$ cat src/design/tap_pkg.sv
// Purpose: Shared constants and types for the boundary-scan port and its test master
// Assumes: Both ends run on a 50 MHz core clock
// Notes: Master register map sits on a 32-bit APB slave, one word per register
package tap_pkg;
  // ************************************************************
  // Instruction register and opcodes
  // ************************************************************
  localparam int IR_W = 4;
  localparam logic [3:0] IR_CAPTURE = 4'h1;
  localparam logic [3:0] OP_EXTEST = 4'h0;
  localparam logic [3:0] OP_SAMPLE = 4'h3;
  localparam logic [3:0] OP_CLAMP = 4'h5;
  localparam logic [3:0] OP_HIGHZ = 4'h7;
  localparam logic [3:0] OP_CLAMP_OFF = 4'h9;
  localparam logic [3:0] OP_INTEST = 4'hc;
  localparam logic [3:0] OP_IDCODE = 4'he;
  localparam logic [3:0] OP_BYPASS = 4'hf;
  localparam logic [3:0] CHAIN_SEL_BSCAN = 4'h3;
  localparam int ID_W = 32;
  // Arbitrary identification value, bit 0 set as the ID register requires
  localparam logic [31:0] IDCODE_DEFAULT = 32'h0a5c_3e01;

  // ************************************************************
  // Controller states
  // ************************************************************
  typedef enum logic [3:0] {
    TLR, RTI, SEL_DR, CAP_DR, SH_DR, EX1_DR, PAU_DR, EX2_DR, UPD_DR,
    SEL_IR, CAP_IR, SH_IR, EX1_IR, PAU_IR, EX2_IR, UPD_IR
  } tap_state_t;

  // ************************************************************
  // Master register map and fields
  // ************************************************************
  localparam logic [7:0] REG_CTRL = 8'h00;
  localparam logic [7:0] REG_TX = 8'h04;
  localparam logic [7:0] REG_RX = 8'h08;
  localparam logic [7:0] REG_STATUS = 8'h0c;
  localparam int CTRL_GO_BIT = 0;
  localparam int CTRL_KIND_LSB = 1;
  localparam int CTRL_LEN_LSB = 8;
  localparam int CTRL_TRST_BIT = 16;
  localparam int STAT_BUSY_BIT = 0;
  localparam int STAT_DONE_BIT = 1;
  localparam logic [1:0] KIND_DR = 2'h0;
  localparam logic [1:0] KIND_IR = 2'h1;
  localparam logic [1:0] KIND_RESET = 2'h2;
  // Mode bit sequences, first bit in bit 0
  localparam logic [5:0] PRE_DR = 6'h01;
  localparam logic [2:0] PRE_DR_LEN = 3'h3;
  localparam logic [5:0] PRE_IR = 6'h03;
  localparam logic [2:0] PRE_IR_LEN = 3'h4;
  localparam logic [5:0] PRE_RESET = 6'h1f;
  localparam logic [2:0] PRE_RESET_LEN = 3'h6;

  // ************************************************************
  // Timing
  // ************************************************************
  localparam int CORE_CLK_NS = 20;
  localparam int TCK_LOW_MIN_NS = 50;
  localparam int TCK_LOW_MIN_CYC = (TCK_LOW_MIN_NS + CORE_CLK_NS - 1) / CORE_CLK_NS;
  // Extra cycles so data returns through both synchronisers in time
  localparam int SYNC_MARGIN_CYC = 5;
  localparam int TCK_HALF_DEFAULT = TCK_LOW_MIN_CYC + SYNC_MARGIN_CYC;
endpackage : tap_pkg

$ cat src/design/tap_link_if.sv
// Purpose: Five-wire test access link between master and device
// Assumes: The interface resolves the shared line from the tdo enable
// Notes: No clocking block; both ends sample on their own core clock
`timescale 1ns/100ps
interface tap_link_if;
  logic tck;
  logic tms;
  logic tdi;
  logic trst_n;
  logic tdo;
  logic tdo_oe;
  logic tdo_line;

  // Released line shows the inverse, so a sample taken outside the driven window stands out
  assign tdo_line = tdo_oe ? tdo : ~tdo;

  // ************************************************************
  // Party views
  // ************************************************************
  modport dev (input tck, input tms, input tdi, input trst_n, output tdo, output tdo_oe);
  modport ctl (output tck, output tms, output tdi, output trst_n, input tdo, input tdo_oe, input tdo_line);
endinterface : tap_link_if

$ cat src/design/boundary_scan_tap.sv
// Purpose: Boundary-scan access port with bypass, ID and boundary register
// Assumes: Link pins are asynchronous to CORE_CLK and slower than a quarter of it
// Notes: Link edges are found by sampling; pad inputs pass a synchroniser first
`timescale 1ns/100ps
module boundary_scan_tap
  import tap_pkg::*;
#(
  parameter int NPAD = 4,
  parameter logic [ID_W-1:0] IDCODE = IDCODE_DEFAULT
)
(
  input wire logic CORE_CLK,
  input wire logic RST_B,
  tap_link_if.dev LINK,
  input wire logic [NPAD-1:0] PAD_IN,
  output logic [NPAD-1:0] PAD_OUT,
  output logic [NPAD-1:0] PAD_OE,
  input wire logic [NPAD-1:0] CORE_OUT,
  input wire logic [NPAD-1:0] CORE_OE,
  output logic [NPAD-1:0] CORE_IN,
  input wire logic CHAIN_SEL_WE,
  input wire logic [IR_W-1:0] CHAIN_SEL_WDATA,
  output logic [IR_W-1:0] CHAIN_SEL,
  output logic [IR_W-1:0] INSTR,
  output logic SYSTEM_MODE
);
  // Three cells per pad: input, output data, output enable
  localparam int BS_W = 3 * NPAD;

  typedef struct packed {
    logic tck_s1;
    logic tck_s2;
    logic tck_d;
    logic tms_s1;
    logic tms_s2;
    logic tdi_s1;
    logic tdi_s2;
    logic trst_s1;
    logic trst_s2;
    logic [NPAD-1:0] pin_s1;
    logic [NPAD-1:0] pin_s2;
    tap_state_t st;
    logic [IR_W-1:0] ir_sh;
    logic [IR_W-1:0] ir;
    logic bypass;
    logic [ID_W-1:0] id_sh;
    logic [BS_W-1:0] bs_sh;
    logic [BS_W-1:0] bs_upd;
    logic [IR_W-1:0] chain_sel;
    logic tdo;
    logic tdo_oe;
  } dev_state_t;

  // Reset leaves the identification instruction and the boundary chain selected
  localparam dev_state_t RST_VAL = '{st: TLR, ir: OP_IDCODE, chain_sel: CHAIN_SEL_BSCAN, default: '0};

  dev_state_t r;
  dev_state_t next_r;
  logic rise;
  logic fall;
  logic chain_ok;
  logic bs_sel;
  logic id_sel;
  logic test_mode;
  logic clamp_drv;
  logic outs_off;
  logic [BS_W-1:0] cap_vec;

  // ************************************************************
  // Controller next state
  // ************************************************************
  // Standard sixteen-state walk except UPD_IR, which goes to SEL_IR on TMS high; TMS taken at each rising edge
  function automatic tap_state_t tap_next(input tap_state_t s, input logic tms);
    unique case (s)
      TLR: tap_next = tms ? TLR : RTI;
      RTI: tap_next = tms ? SEL_DR : RTI;
      SEL_DR: tap_next = tms ? SEL_IR : CAP_DR;
      CAP_DR: tap_next = tms ? EX1_DR : SH_DR;
      SH_DR: tap_next = tms ? EX1_DR : SH_DR;
      EX1_DR: tap_next = tms ? UPD_DR : PAU_DR;
      PAU_DR: tap_next = tms ? EX2_DR : PAU_DR;
      EX2_DR: tap_next = tms ? UPD_DR : SH_DR;
      UPD_DR: tap_next = tms ? SEL_DR : RTI;
      SEL_IR: tap_next = tms ? TLR : CAP_IR;
      CAP_IR: tap_next = tms ? EX1_IR : SH_IR;
      SH_IR: tap_next = tms ? EX1_IR : SH_IR;
      EX1_IR: tap_next = tms ? UPD_IR : PAU_IR;
      PAU_IR: tap_next = tms ? EX2_IR : PAU_IR;
      EX2_IR: tap_next = tms ? UPD_IR : SH_IR;
      UPD_IR: tap_next = tms ? SEL_IR : RTI;
    endcase
  endfunction : tap_next

  // ************************************************************
  // Instruction decode
  // ************************************************************
  // Edges seen on the second synchroniser stage only
  assign rise = r.tck_s2 & ~r.tck_d;
  assign fall = ~r.tck_s2 & r.tck_d;
  // Boundary chain reachable only while the chain select holds 0011
  assign chain_ok = (r.chain_sel == CHAIN_SEL_BSCAN);
  assign bs_sel = chain_ok & ((r.ir == OP_EXTEST) | (r.ir == OP_SAMPLE) | (r.ir == OP_INTEST));
  assign id_sel = (r.ir == OP_IDCODE);
  assign test_mode = chain_ok & ((r.ir == OP_EXTEST) | (r.ir == OP_INTEST));
  assign clamp_drv = (r.ir == OP_CLAMP);
  assign outs_off = (r.ir == OP_HIGHZ) | (r.ir == OP_CLAMP_OFF);
  // Sample, IDCODE, BYPASS and unknown codes leave everything straight through
  assign SYSTEM_MODE = ~(test_mode | clamp_drv | outs_off);

  // ************************************************************
  // Pad cells
  // ************************************************************
  for (genvar i = 0; i < NPAD; i++)
  begin : g_pad
    // Core sees the latched cell in test mode, else the synchronised pin
    assign CORE_IN[i] = test_mode ? r.bs_upd[3 * i] : r.pin_s2[i];
    // Pin data from cells under test, clamp and clamp-off
    assign PAD_OUT[i] = (test_mode | clamp_drv | (r.ir == OP_CLAMP_OFF)) ? r.bs_upd[3 * i + 1] : CORE_OUT[i];
    // Drivers off for both disabling instructions
    assign PAD_OE[i] = outs_off ? 1'b0 : ((test_mode | clamp_drv) ? r.bs_upd[3 * i + 2] : CORE_OE[i]);
    // INTEST takes the inverted core input, EXTEST what the cells drive
    assign cap_vec[3 * i] = (r.ir == OP_INTEST) ? ~r.bs_upd[3 * i] : r.pin_s2[i];
    assign cap_vec[3 * i + 1] = (r.ir == OP_EXTEST) ? PAD_OUT[i] : CORE_OUT[i];
    assign cap_vec[3 * i + 2] = (r.ir == OP_EXTEST) ? PAD_OE[i] : CORE_OE[i];
  end

  // ************************************************************
  // Link sequencing
  // ************************************************************
  // Stage-one flops feed stage two only; all decisions use stage two
  always_comb
  begin
    next_r = r;
    next_r.tck_s1 = LINK.tck;
    next_r.tck_s2 = r.tck_s1;
    next_r.tck_d = r.tck_s2;
    next_r.tms_s1 = LINK.tms;
    next_r.tms_s2 = r.tms_s1;
    next_r.tdi_s1 = LINK.tdi;
    next_r.tdi_s2 = r.tdi_s1;
    next_r.trst_s1 = LINK.trst_n;
    next_r.trst_s2 = r.trst_s1;
    next_r.pin_s1 = PAD_IN;
    next_r.pin_s2 = r.pin_s1;
    if (!r.trst_s2)
    begin
      // Low test reset, pulse or level, holds reset state
      next_r.st = TLR;
      next_r.ir = OP_IDCODE;
      next_r.chain_sel = CHAIN_SEL_BSCAN;
      next_r.tdo_oe = 1'b0;
    end
    else
    begin
      if (CHAIN_SEL_WE)
        next_r.chain_sel = CHAIN_SEL_WDATA;
      if (rise)
      begin
        next_r.st = tap_next(r.st, r.tms_s2);
        if (r.st == TLR)
          next_r.ir = OP_IDCODE;
        else if (r.st == CAP_IR)
          next_r.ir_sh = IR_CAPTURE;
        else if (r.st == SH_IR)
          next_r.ir_sh = {r.tdi_s2, r.ir_sh[IR_W-1:1]};
        else if (r.st == UPD_IR)
          next_r.ir = r.ir_sh;
        else if (r.st == CAP_DR)
        begin
          if (bs_sel)
            next_r.bs_sh = cap_vec;
          else if (id_sel)
            next_r.id_sh = IDCODE;
          else
            next_r.bypass = 1'b0; // Clamp cells untouched here
        end
        else if (r.st == SH_DR)
        begin
          if (bs_sel)
            next_r.bs_sh = {r.tdi_s2, r.bs_sh[BS_W-1:1]};
          else if (id_sel)
            next_r.id_sh = {r.tdi_s2, r.id_sh[ID_W-1:1]};
          else
            next_r.bypass = r.tdi_s2;
        end
        else if (r.st == UPD_DR && bs_sel)
          next_r.bs_upd = r.bs_sh; // Bypass and ID keep their value
      end
      if (fall)
      begin
        // Output changes only on falling edges, driven only while shifting
        next_r.tdo_oe = (r.st == SH_IR) | (r.st == SH_DR);
        if (r.st == SH_IR)
          next_r.tdo = r.ir_sh[0];
        else if (bs_sel)
          next_r.tdo = r.bs_sh[0];
        else if (id_sel)
          next_r.tdo = r.id_sh[0];
        else
          next_r.tdo = r.bypass;
      end
    end
  end

  // State register
  always_ff @(posedge CORE_CLK or negedge RST_B)
  begin
    if (!RST_B)
      r <= RST_VAL;
    else
      r <= next_r;
  end

  assign LINK.tdo = r.tdo;
  assign LINK.tdo_oe = r.tdo_oe;
  assign CHAIN_SEL = r.chain_sel;
  assign INSTR = r.ir;
endmodule : boundary_scan_tap

$ cat src/flat_wrapper.sv
// flat-port wrapper written by rule: the top's interface ports become plain ports
module boundary_scan_tap_flat import tap_pkg::*;
#(
  parameter int NPAD = 4,
  parameter logic [ID_W-1:0] IDCODE = IDCODE_DEFAULT
)
  (CORE_CLK, RST_B, PAD_IN, PAD_OUT, PAD_OE, CORE_OUT, CORE_OE, CORE_IN, CHAIN_SEL_WE, CHAIN_SEL_WDATA, CHAIN_SEL, INSTR, SYSTEM_MODE, LINK_tck, LINK_tms, LINK_tdi, LINK_trst_n, LINK_tdo, LINK_tdo_oe);
  tap_link_if LINK_i ();
  input wire logic CORE_CLK;
  input wire logic RST_B;
  input wire logic [NPAD-1:0] PAD_IN;
  output logic [NPAD-1:0] PAD_OUT;
  output logic [NPAD-1:0] PAD_OE;
  input wire logic [NPAD-1:0] CORE_OUT;
  input wire logic [NPAD-1:0] CORE_OE;
  output logic [NPAD-1:0] CORE_IN;
  input wire logic CHAIN_SEL_WE;
  input wire logic [IR_W-1:0] CHAIN_SEL_WDATA;
  output logic [IR_W-1:0] CHAIN_SEL;
  output logic [IR_W-1:0] INSTR;
  output logic SYSTEM_MODE;
  input wire logic [$bits(LINK_i.tck)-1:0] LINK_tck;
  input wire logic [$bits(LINK_i.tms)-1:0] LINK_tms;
  input wire logic [$bits(LINK_i.tdi)-1:0] LINK_tdi;
  input wire logic [$bits(LINK_i.trst_n)-1:0] LINK_trst_n;
  output wire logic [$bits(LINK_i.tdo)-1:0] LINK_tdo;
  output wire logic [$bits(LINK_i.tdo_oe)-1:0] LINK_tdo_oe;
  assign LINK_i.tck = LINK_tck;
  assign LINK_i.tms = LINK_tms;
  assign LINK_i.tdi = LINK_tdi;
  assign LINK_i.trst_n = LINK_trst_n;
  assign LINK_tdo = LINK_i.tdo;
  assign LINK_tdo_oe = LINK_i.tdo_oe;
  boundary_scan_tap #(.NPAD(NPAD), .IDCODE(IDCODE)) u_core (.CORE_CLK(CORE_CLK), .RST_B(RST_B), .LINK(LINK_i), .PAD_IN(PAD_IN), .PAD_OUT(PAD_OUT), .PAD_OE(PAD_OE), .CORE_OUT(CORE_OUT), .CORE_OE(CORE_OE), .CORE_IN(CORE_IN), .CHAIN_SEL_WE(CHAIN_SEL_WE), .CHAIN_SEL_WDATA(CHAIN_SEL_WDATA), .CHAIN_SEL(CHAIN_SEL), .INSTR(INSTR), .SYSTEM_MODE(SYSTEM_MODE));
endmodule
$ cat config.mk
export PLATFORM = sky130hd
export DESIGN_NAME = boundary_scan_tap_flat
export DESIGN_NICKNAME = d
export VERILOG_FILES = /design/src/design/tap_pkg.sv /design/src/design/tap_link_if.sv /design/src/design/boundary_scan_tap.sv /design/src/flat_wrapper.sv
export SDC_FILE = /design/constraint.sdc
export NUM_CORES = 1
export LEC_CHECK = 0
export BUFFER_PORTS_ARGS = -buffer_cell sky130_fd_sc_hd__clkbuf_2
export CAP_MARGIN = 20
export CORE_ASPECT_RATIO = 1.25
export CORE_MARGIN = 2
export CORE_UTILIZATION = 40
export CTS_CLUSTER_SIZE = 28
export DETAILED_ROUTE_END_ITERATION = 8
export GPL_TIMING_DRIVEN = 0
export PLACE_DENSITY_LB_ADDON = 0.25
export SLEW_MARGIN = 15
export SYNTH_ARGS = -nofsm -noshare
export SYNTH_HDL_FRONTEND = slang
export SYNTH_SLANG_ARGS = --single-unit
export TNS_END_PERCENT = 20
$ cat constraint.sdc
create_clock -name CORE_CLK -period 3.15 [get_ports CORE_CLK]
set_input_delay 0.945 -clock CORE_CLK [delete_from_list [all_inputs] [get_ports CORE_CLK]]
set_output_delay 0.945 -clock CORE_CLK [all_outputs]
set_load 0.01 [all_outputs]
==> results of run 1 <==
cells in the final DEF, fill, tap and decap left out, types with 3 or more instances in the layout:
cell / Yosys / layout
dfrtp_1: 87 / 86
nand2_1: 70 / 70
o21ai_0: 47 / 46
clkbuf_2: 0 / 45
nor2_1: 33 / 33
clkbuf_1: 26 / 23
mux2_1: 14 / 14
nand3_1: 13 / 13
mux2i_1: 13 / 13
nor2b_1: 12 / 12
o31ai_1: 13 / 12
buf_4: 10 / 12
a31oi_1: 11 / 11
clkbuf_16: 0 / 9
mux2_2: 8 / 8
or3_1: 7 / 7
buf_2: 8 / 7
o21ai_1: 7 / 7
a21oi_1: 7 / 7
o211ai_1: 6 / 6
inv_1: 6 / 6
a211oi_1: 6 / 6
nor3b_1: 5 / 5
and3_1: 5 / 5
a21o_1: 5 / 5
dfstp_2: 5 / 5
buf_6: 2 / 4
o32a_1: 4 / 4
o22ai_1: 4 / 4
o31ai_2: 4 / 4
clkbuf_4: 0 / 3
nand4bb_1: 3 / 3
and3b_1: 3 / 3
nand2b_1: 3 / 3
o2bb2ai_1: 3 / 3
final cells by class:
cell class | instances | area, um^2
Fill cell | 1129 | 6010
Sequential cell | 92 | 2310
Multi-Input combinational cell | 343 | 2250
Buffer | 46 | 259
Timing Repair Buffer | 47 | 251
Clock buffer | 12 | 236
Tap cell | 161 | 201
Clock inverter | 4 | 73.8
Inverter | 7 | 26.3
where the power goes:
part | leakage (nW) | total [mW] | switching [mW] | internal (mW)
Clock | 0.151 | 1.14 | 0.443 | 0.696
Combinational | 1.10 | 0.474 | 0.276 | 0.198
Sequential | 1.20 | 1.26 | 0.0386 | 1.23
Total | 2.46 | 2.88 | 0.758 | 2.12
flip-flops by register name, indices dropped and copies added (netlist names):
signal	flops
u_core.r	73
u_core.next_r	9
u_core.CHAIN_SEL	4
u_core.INSTR	4
u_core.LINK.tdo	1
u_core.LINK.tdo_oe	1
through the flow:
stage / power (mW) / hold WS [ns] / cells / instance area (um^2)
2_1_floorplan: 1.57 / 0.331 / 488 / 4780
3_3_place_gp: 1.71 / 0.332 / 693 / 5200
3_5_place_dp: 1.72 / 0.337 / 693 / 5210
4_1_cts: 2.87 / 0.352 / 709 / 5550
5_1_grt: 2.99 / 0.354 / 712 / 5610
6_report: 2.88 / 0.349 / 712 / 5610
path summary, 6_finish.rpt:
path | startpoint | end | slack (ns) | depth (start not counted)
hold / removal | u_core.next_r[87] | u_core.r[87] | 0.35 | 0
max in group asynchronous | RST_B | u_core.INSTR[0] | 1.95 | 1
setup / recovery | u_core.INSTR[3] | CORE_IN[0] | 0.12 | 4
min in group asynchronous | RST_B | u_core.next_r[90] | 0.67 | 1
setup reg to reg | u_core.r[89] | u_core.r[29] | 1.06 | 5
hold reg to reg | u_core.next_r[87] | u_core.r[87] | 0.35 | 0
routing by layer:
layer / part of all wire / track usage / vias to the layer above
met5: 0 / 0 / -
met4: 0.019 / 0.0771 / 0
met3: 0.050 / 0.0333 / 21
met2: 0.48 / 0.297 / 103
met1: 0.45 / 0.249 / 1872
li1: - / - / 1858
timing repair:
| action | CTS | global route |
|---|---|---|
| gates cloned | 0 | 1 |
| resized for setup | 11 | 9 |
| pin swaps | 1 | 3 |
| setup buffers | 0 | 3 |
| endpoints found under the setup margin | 8 | 8 |
logic make-up after synthesis:
group | count (synthesis)
buffers and inverters | 54
AND/OR/NAND/NOR | 173
XOR/XNOR | 3
multiplexers | 35
AO/OA/AOI/OAI | 130
flip-flops | 92
adder cells (fa/ha/maj) | 1
==> impl_metrics.tcl, run 1 <==
set metrics [dict create \
    firstDrtPassIters 5 \
    yosysWarnings 0 \
    die_x_um 102 \
    netlist_area_mm2 0.00478 \
    worst_clock_skew_ns 0.00855 \
    final_core_util 0.483 \
    synth_fa_ha_area_frac 0.00210 \
    worstSetupStartpointType "flop" \
    drive_gt1_frac 0.214 \
    drt_iter0_drc 177 \
    async_flop_share 1.00 \
    numCtsBuffers 9 \
    power.density_cell_area_mw_per_mm2 513 \
    track_usage 0.186 \
    fin_nets 569 \
    antenna_left 0 \
    synth-edff-count 0 \
    fin_crit_sh 0.963 \
    cp_top_family "flip-flops" \
    synth_top_family_by_area "simple AND/OR/NAND/NOR gates" \
    hpwl_mm 7.85 \
    drv_cap 0 \
    path_buf_inv 1 \
    critPathMaxStageDelay_ns 0.64 \
    avgSynthCellArea_um2 9.79 \
    yosysTopAreaCell "dfrtp_1" \
    cts-hold-fix-buffers 0 \
    die_h_um 126 \
    synthMuxAreaShare 0.0791 \
    cts-htree-levels 3 \
    crit_chain "xnor2_4, nand3_1, mux2_2, clkbuf_2" \
    pin_count 46 \
    ir_worst_vdd_uv 239 \
    yosys.area.top_type_share 0.456 \
    status "complete, no violations" \
    dieArea_mm2 0.0128 \
    p_leak_nw 2.46 \
    antenna_cells 0 \
    path_max_fanout 6 \
    slowest_stage "dfstp_2" \
    clk_path_buf_depth 2 \
    area_growth_pct 17.4 \
    hold_viol_final 0 \
    synth_ff_type "dfrtp_1" \
    synth_cells 488 \
    crit_type "flop to output pin" \
    via_per_inst 5.41 \
    clk_pin_slew_worst_paths_ns 0.06 \
    cts_tree "built" \
    arrival_ns 2.09 \
    grt_pass1_vias 3847 \
    overflow 0 \
    yosysSeqAreaShare 0.483 \
    start_util 0.411 \
    clk_latency_ns 0.35 \
    ys_types 63 \
    min_period_ns 3.03 \
    synth_xor_area_frac 0.0110 \
    layout_setup_ws_ns 0.115 \
    fin_tns_setup_ns 0 \
    setup_violations 0 \
    tightest_slew_ns 0.721 \
    drc 0 \
    required_ns 2.20 \
    slew_violations 0 \
    root_buffer "clkbuf_16" \
    ys_seq_elements 92 \
    port_buffers 44 \
    rsz0062_at_grt "no" \
    cts.sink_count 92 \
    cp-end-kind "output pin" \
    grt_pass1_wl_mm 19.0 \
    antenna_found_initial 0 \
    num_vias 3854 \
    post-synth-top-count-cell "dfrtp_1" \
    maxSlewHeadroom 0.520 \
    synthesis.nets 511 \
    gp_congestion 0.925 \
    fp-row-count 44 \
    synthSimpleGateAreaFrac 0.186 \
    finalWirelength_mm 11.4 \
    core-area_mm2 0.0116 \
    grt_max_degree 93 \
    ys_top_cells_by_count "87 x dfrtp_1, 70 x nand2_1, 47 x o21ai_0" \
    fmaxAchievable_ghz 0.330 \
    wire_per_inst_um 16.0 \
    dp_slack_ns 0.0247 \
    netlist_top_cells_area "dfrtp_1 46%, nand2_1 5.5%, o21ai_0 4.9%" \
    synth_compound_area_frac 0.183 \
    hold_path.class "flop to flop" \
]
No activity file was read; power rests on OpenSTA's default activity.
==> run 2, diff against run 1 <==
==> constraint.sdc (replaced) <==
create_clock -name CORE_CLK -period 3.15 [get_ports CORE_CLK]
set_input_delay 0.315 -clock CORE_CLK [delete_from_list [all_inputs] [get_ports CORE_CLK]]
set_output_delay 0.315 -clock CORE_CLK [all_outputs]
set_load 0.01 [all_outputs]
==> impl_metrics.tcl, run 2 (synthesized netlist as in run 1, its figures left out) <==
set metrics [dict create \
    ctsResizeCount 0 \
    switching_power_mw 0.745 \
    sequentialPowerShare 0.445 \
    final_common_cell "dfrtp_1" \
    power.density_cell_area_mw_per_mm2 515 \
    hpwl_mm 7.85 \
    fin_crit_sh 0.910 \
    grt_max_degree 93 \
    multi_input_comb_area_mm2 0.00220 \
    p_sw_frac 0.262 \
    largest_reg_flops 73 \
    setup_violations 0 \
    cts-hold-fix-buffers 0 \
    area_growth_pct 15.5 \
    slew_violations 0 \
    numCtsBuffers 9 \
    final_core_util 0.475 \
    cts-htree-levels 3 \
    cp_top_family "buffers and inverters" \
    grt_pass1_vias 3815 \
    root_buffer "clkbuf_16" \
    fmaxAchievable_ghz 0.349 \
    hold_path.class "primary input to async pin" \
    tightest_slew_ns 0.722 \
    fp-row-count 44 \
    port_buffers 44 \
    maxSlewHeadroom 0.518 \
    cts_tree "built" \
    ir_worst_vdd_uv 239 \
    antenna_found_initial 0 \
    fin_tns_setup_ns 0 \
    start_util 0.411 \
    clk_pin_slew_worst_paths_ns 0.06 \
    via_per_inst 5.42 \
    critPathMaxStageDelay_ns 0.60 \
    wire_per_inst_um 15.9 \
    finalWirelength_mm 11.3 \
    final_cell_mix "87 x dfrtp_1, 70 x nand2_1, 47 x o21ai_0" \
    core-area_mm2 0.0116 \
    dp.cells 693 \
    path_max_fanout 10 \
    rsz0062_at_grt "no" \
    crit_type "flop to output pin" \
    status "complete, no violations" \
    largest_register "u_core.r" \
    slowest_stage "dfstp_2" \
    arrival_ns 2.55 \
    fillers 1135 \
    worst_clock_skew_ns 0.00567 \
    die_x_um 102 \
    hold_viol_final 0 \
    min_period_ns 2.87 \
    firstDrtPassIters 5 \
    dieArea_mm2 0.0128 \
    p_int_mw 2.10 \
    cts_setup_buffers 0 \
    fin_nets 566 \
    track_usage 0.186 \
    required_ns 2.83 \
    num_vias 3841 \
    die_h_um 126 \
    overflow 0 \
    antenna_cells 0 \
    clk_path_buf_depth 2 \
    drv_cap 0 \
    path_buf_inv 3 \
    cp-end-kind "output pin" \
    crit_chain "clkbuf_1, buf_2, nor3b_1, o21ai_0, o211ai_1, nand2_1, clkbuf_2" \
    cts.sink_count 92 \
    final_cells 709 \
    p_leak_nw 2.41 \
    drt_iter0_drc 184 \
    gp_congestion 0.925 \
    drc 0 \
    drive_gt1_frac 0.193 \
    power_frac_clock 0.402 \
    worstSetupStartpointType "flop" \
    antenna_left 0 \
    combPwrFrac 0.153 \
    clk_latency_ns 0.34 \
    pin_count 46 \
    grt_pass1_wl_mm 18.9 \
    register_area_mm2 0.00231 \
]
-- run 2: cell types whose count changed in the layout (fill, tap and decap cells not counted), sizes merged --
cell,delta
buf,-3
clkbuf,+1
xor2,-1
-- run 2: worst paths after layout --
kind	cells after the start	end	slack, ns	startpoint
setup / recovery	7	PAD_OE[3]	0.28	u_core.INSTR[1]
hold / removal	1	u_core.next_r[90]	0.04	RST_B
setup reg to reg	5	u_core.r[19]	1.00	u_core.INSTR[1]
hold reg to reg	0	u_core.r[87]	0.35	u_core.next_r[87]
max in group asynchronous	1	u_core.r[69]	2.62	RST_B
min in group CORE_CLK	1	u_core.next_r[78]	0.07	PAD_IN[3]
-- run 2: power groups by stage --
stage               sequential [mW]  combinational [mW]  clock, mW
finish                         1.26               0.436       1.14
global route                   1.27               0.478       1.21
CTS                            1.26               0.437       1.16
detailed placement             1.29               0.435          0
global placement               1.28               0.431          0
floorplan                      1.28               0.290          0
-- run 2: cell type report --
| class | instances | share of cell area |
|---|---|---|
| Tap cell | 161 | 0.0365 |
| Inverter | 7 | 0.00476 |
| Buffer | 47 | 0.0433 |
| Clock buffer | 12 | 0.0429 |
| Clock inverter | 4 | 0.0134 |
| Timing Repair Buffer | 44 | 0.0415 |
| Sequential cell | 92 | 0.418 |
| Multi-Input combinational cell | 342 | 0.399 |
-- run 2: per-stage QoR --
stage | cell area [um^2] | hold WS, ns | worst slack, ns | power [mW]
finish | 5520 | 0.0358 | 0.282 | 2.84
global route | 5520 | 0.0658 | 0.0459 | 2.95
CTS | 5520 | 0.0675 | 0.288 | 2.86
detailed placement | 5210 | 0.337 | 0.655 | 1.72
global placement | 5200 | 0.332 | 0.659 | 1.71
floorplan | 4780 | 0.0194 | 1.19 | 1.57
-- run 2: routing by layer --
layer | global-route usage | wire length, um | vias up | share of wire
li1 | - | - | 1855 | -
met1 | 0.249 | 5110 | 1875 | 0.45
met2 | 0.296 | 5430 | 95 | 0.48
met3 | 0.0333 | 541 | 16 | 0.048
met4 | 0.0747 | 201 | 0 | 0.018
met5 | 0 | 0 | - | 0
-- run 2: worst register-to-register path: cells and delay by family (launching register included) --
family / cells / cell delay (ns)
buf+inv: 2 / 0.79
flops: 1 / 0.60
compound gates: 3 / 0.63
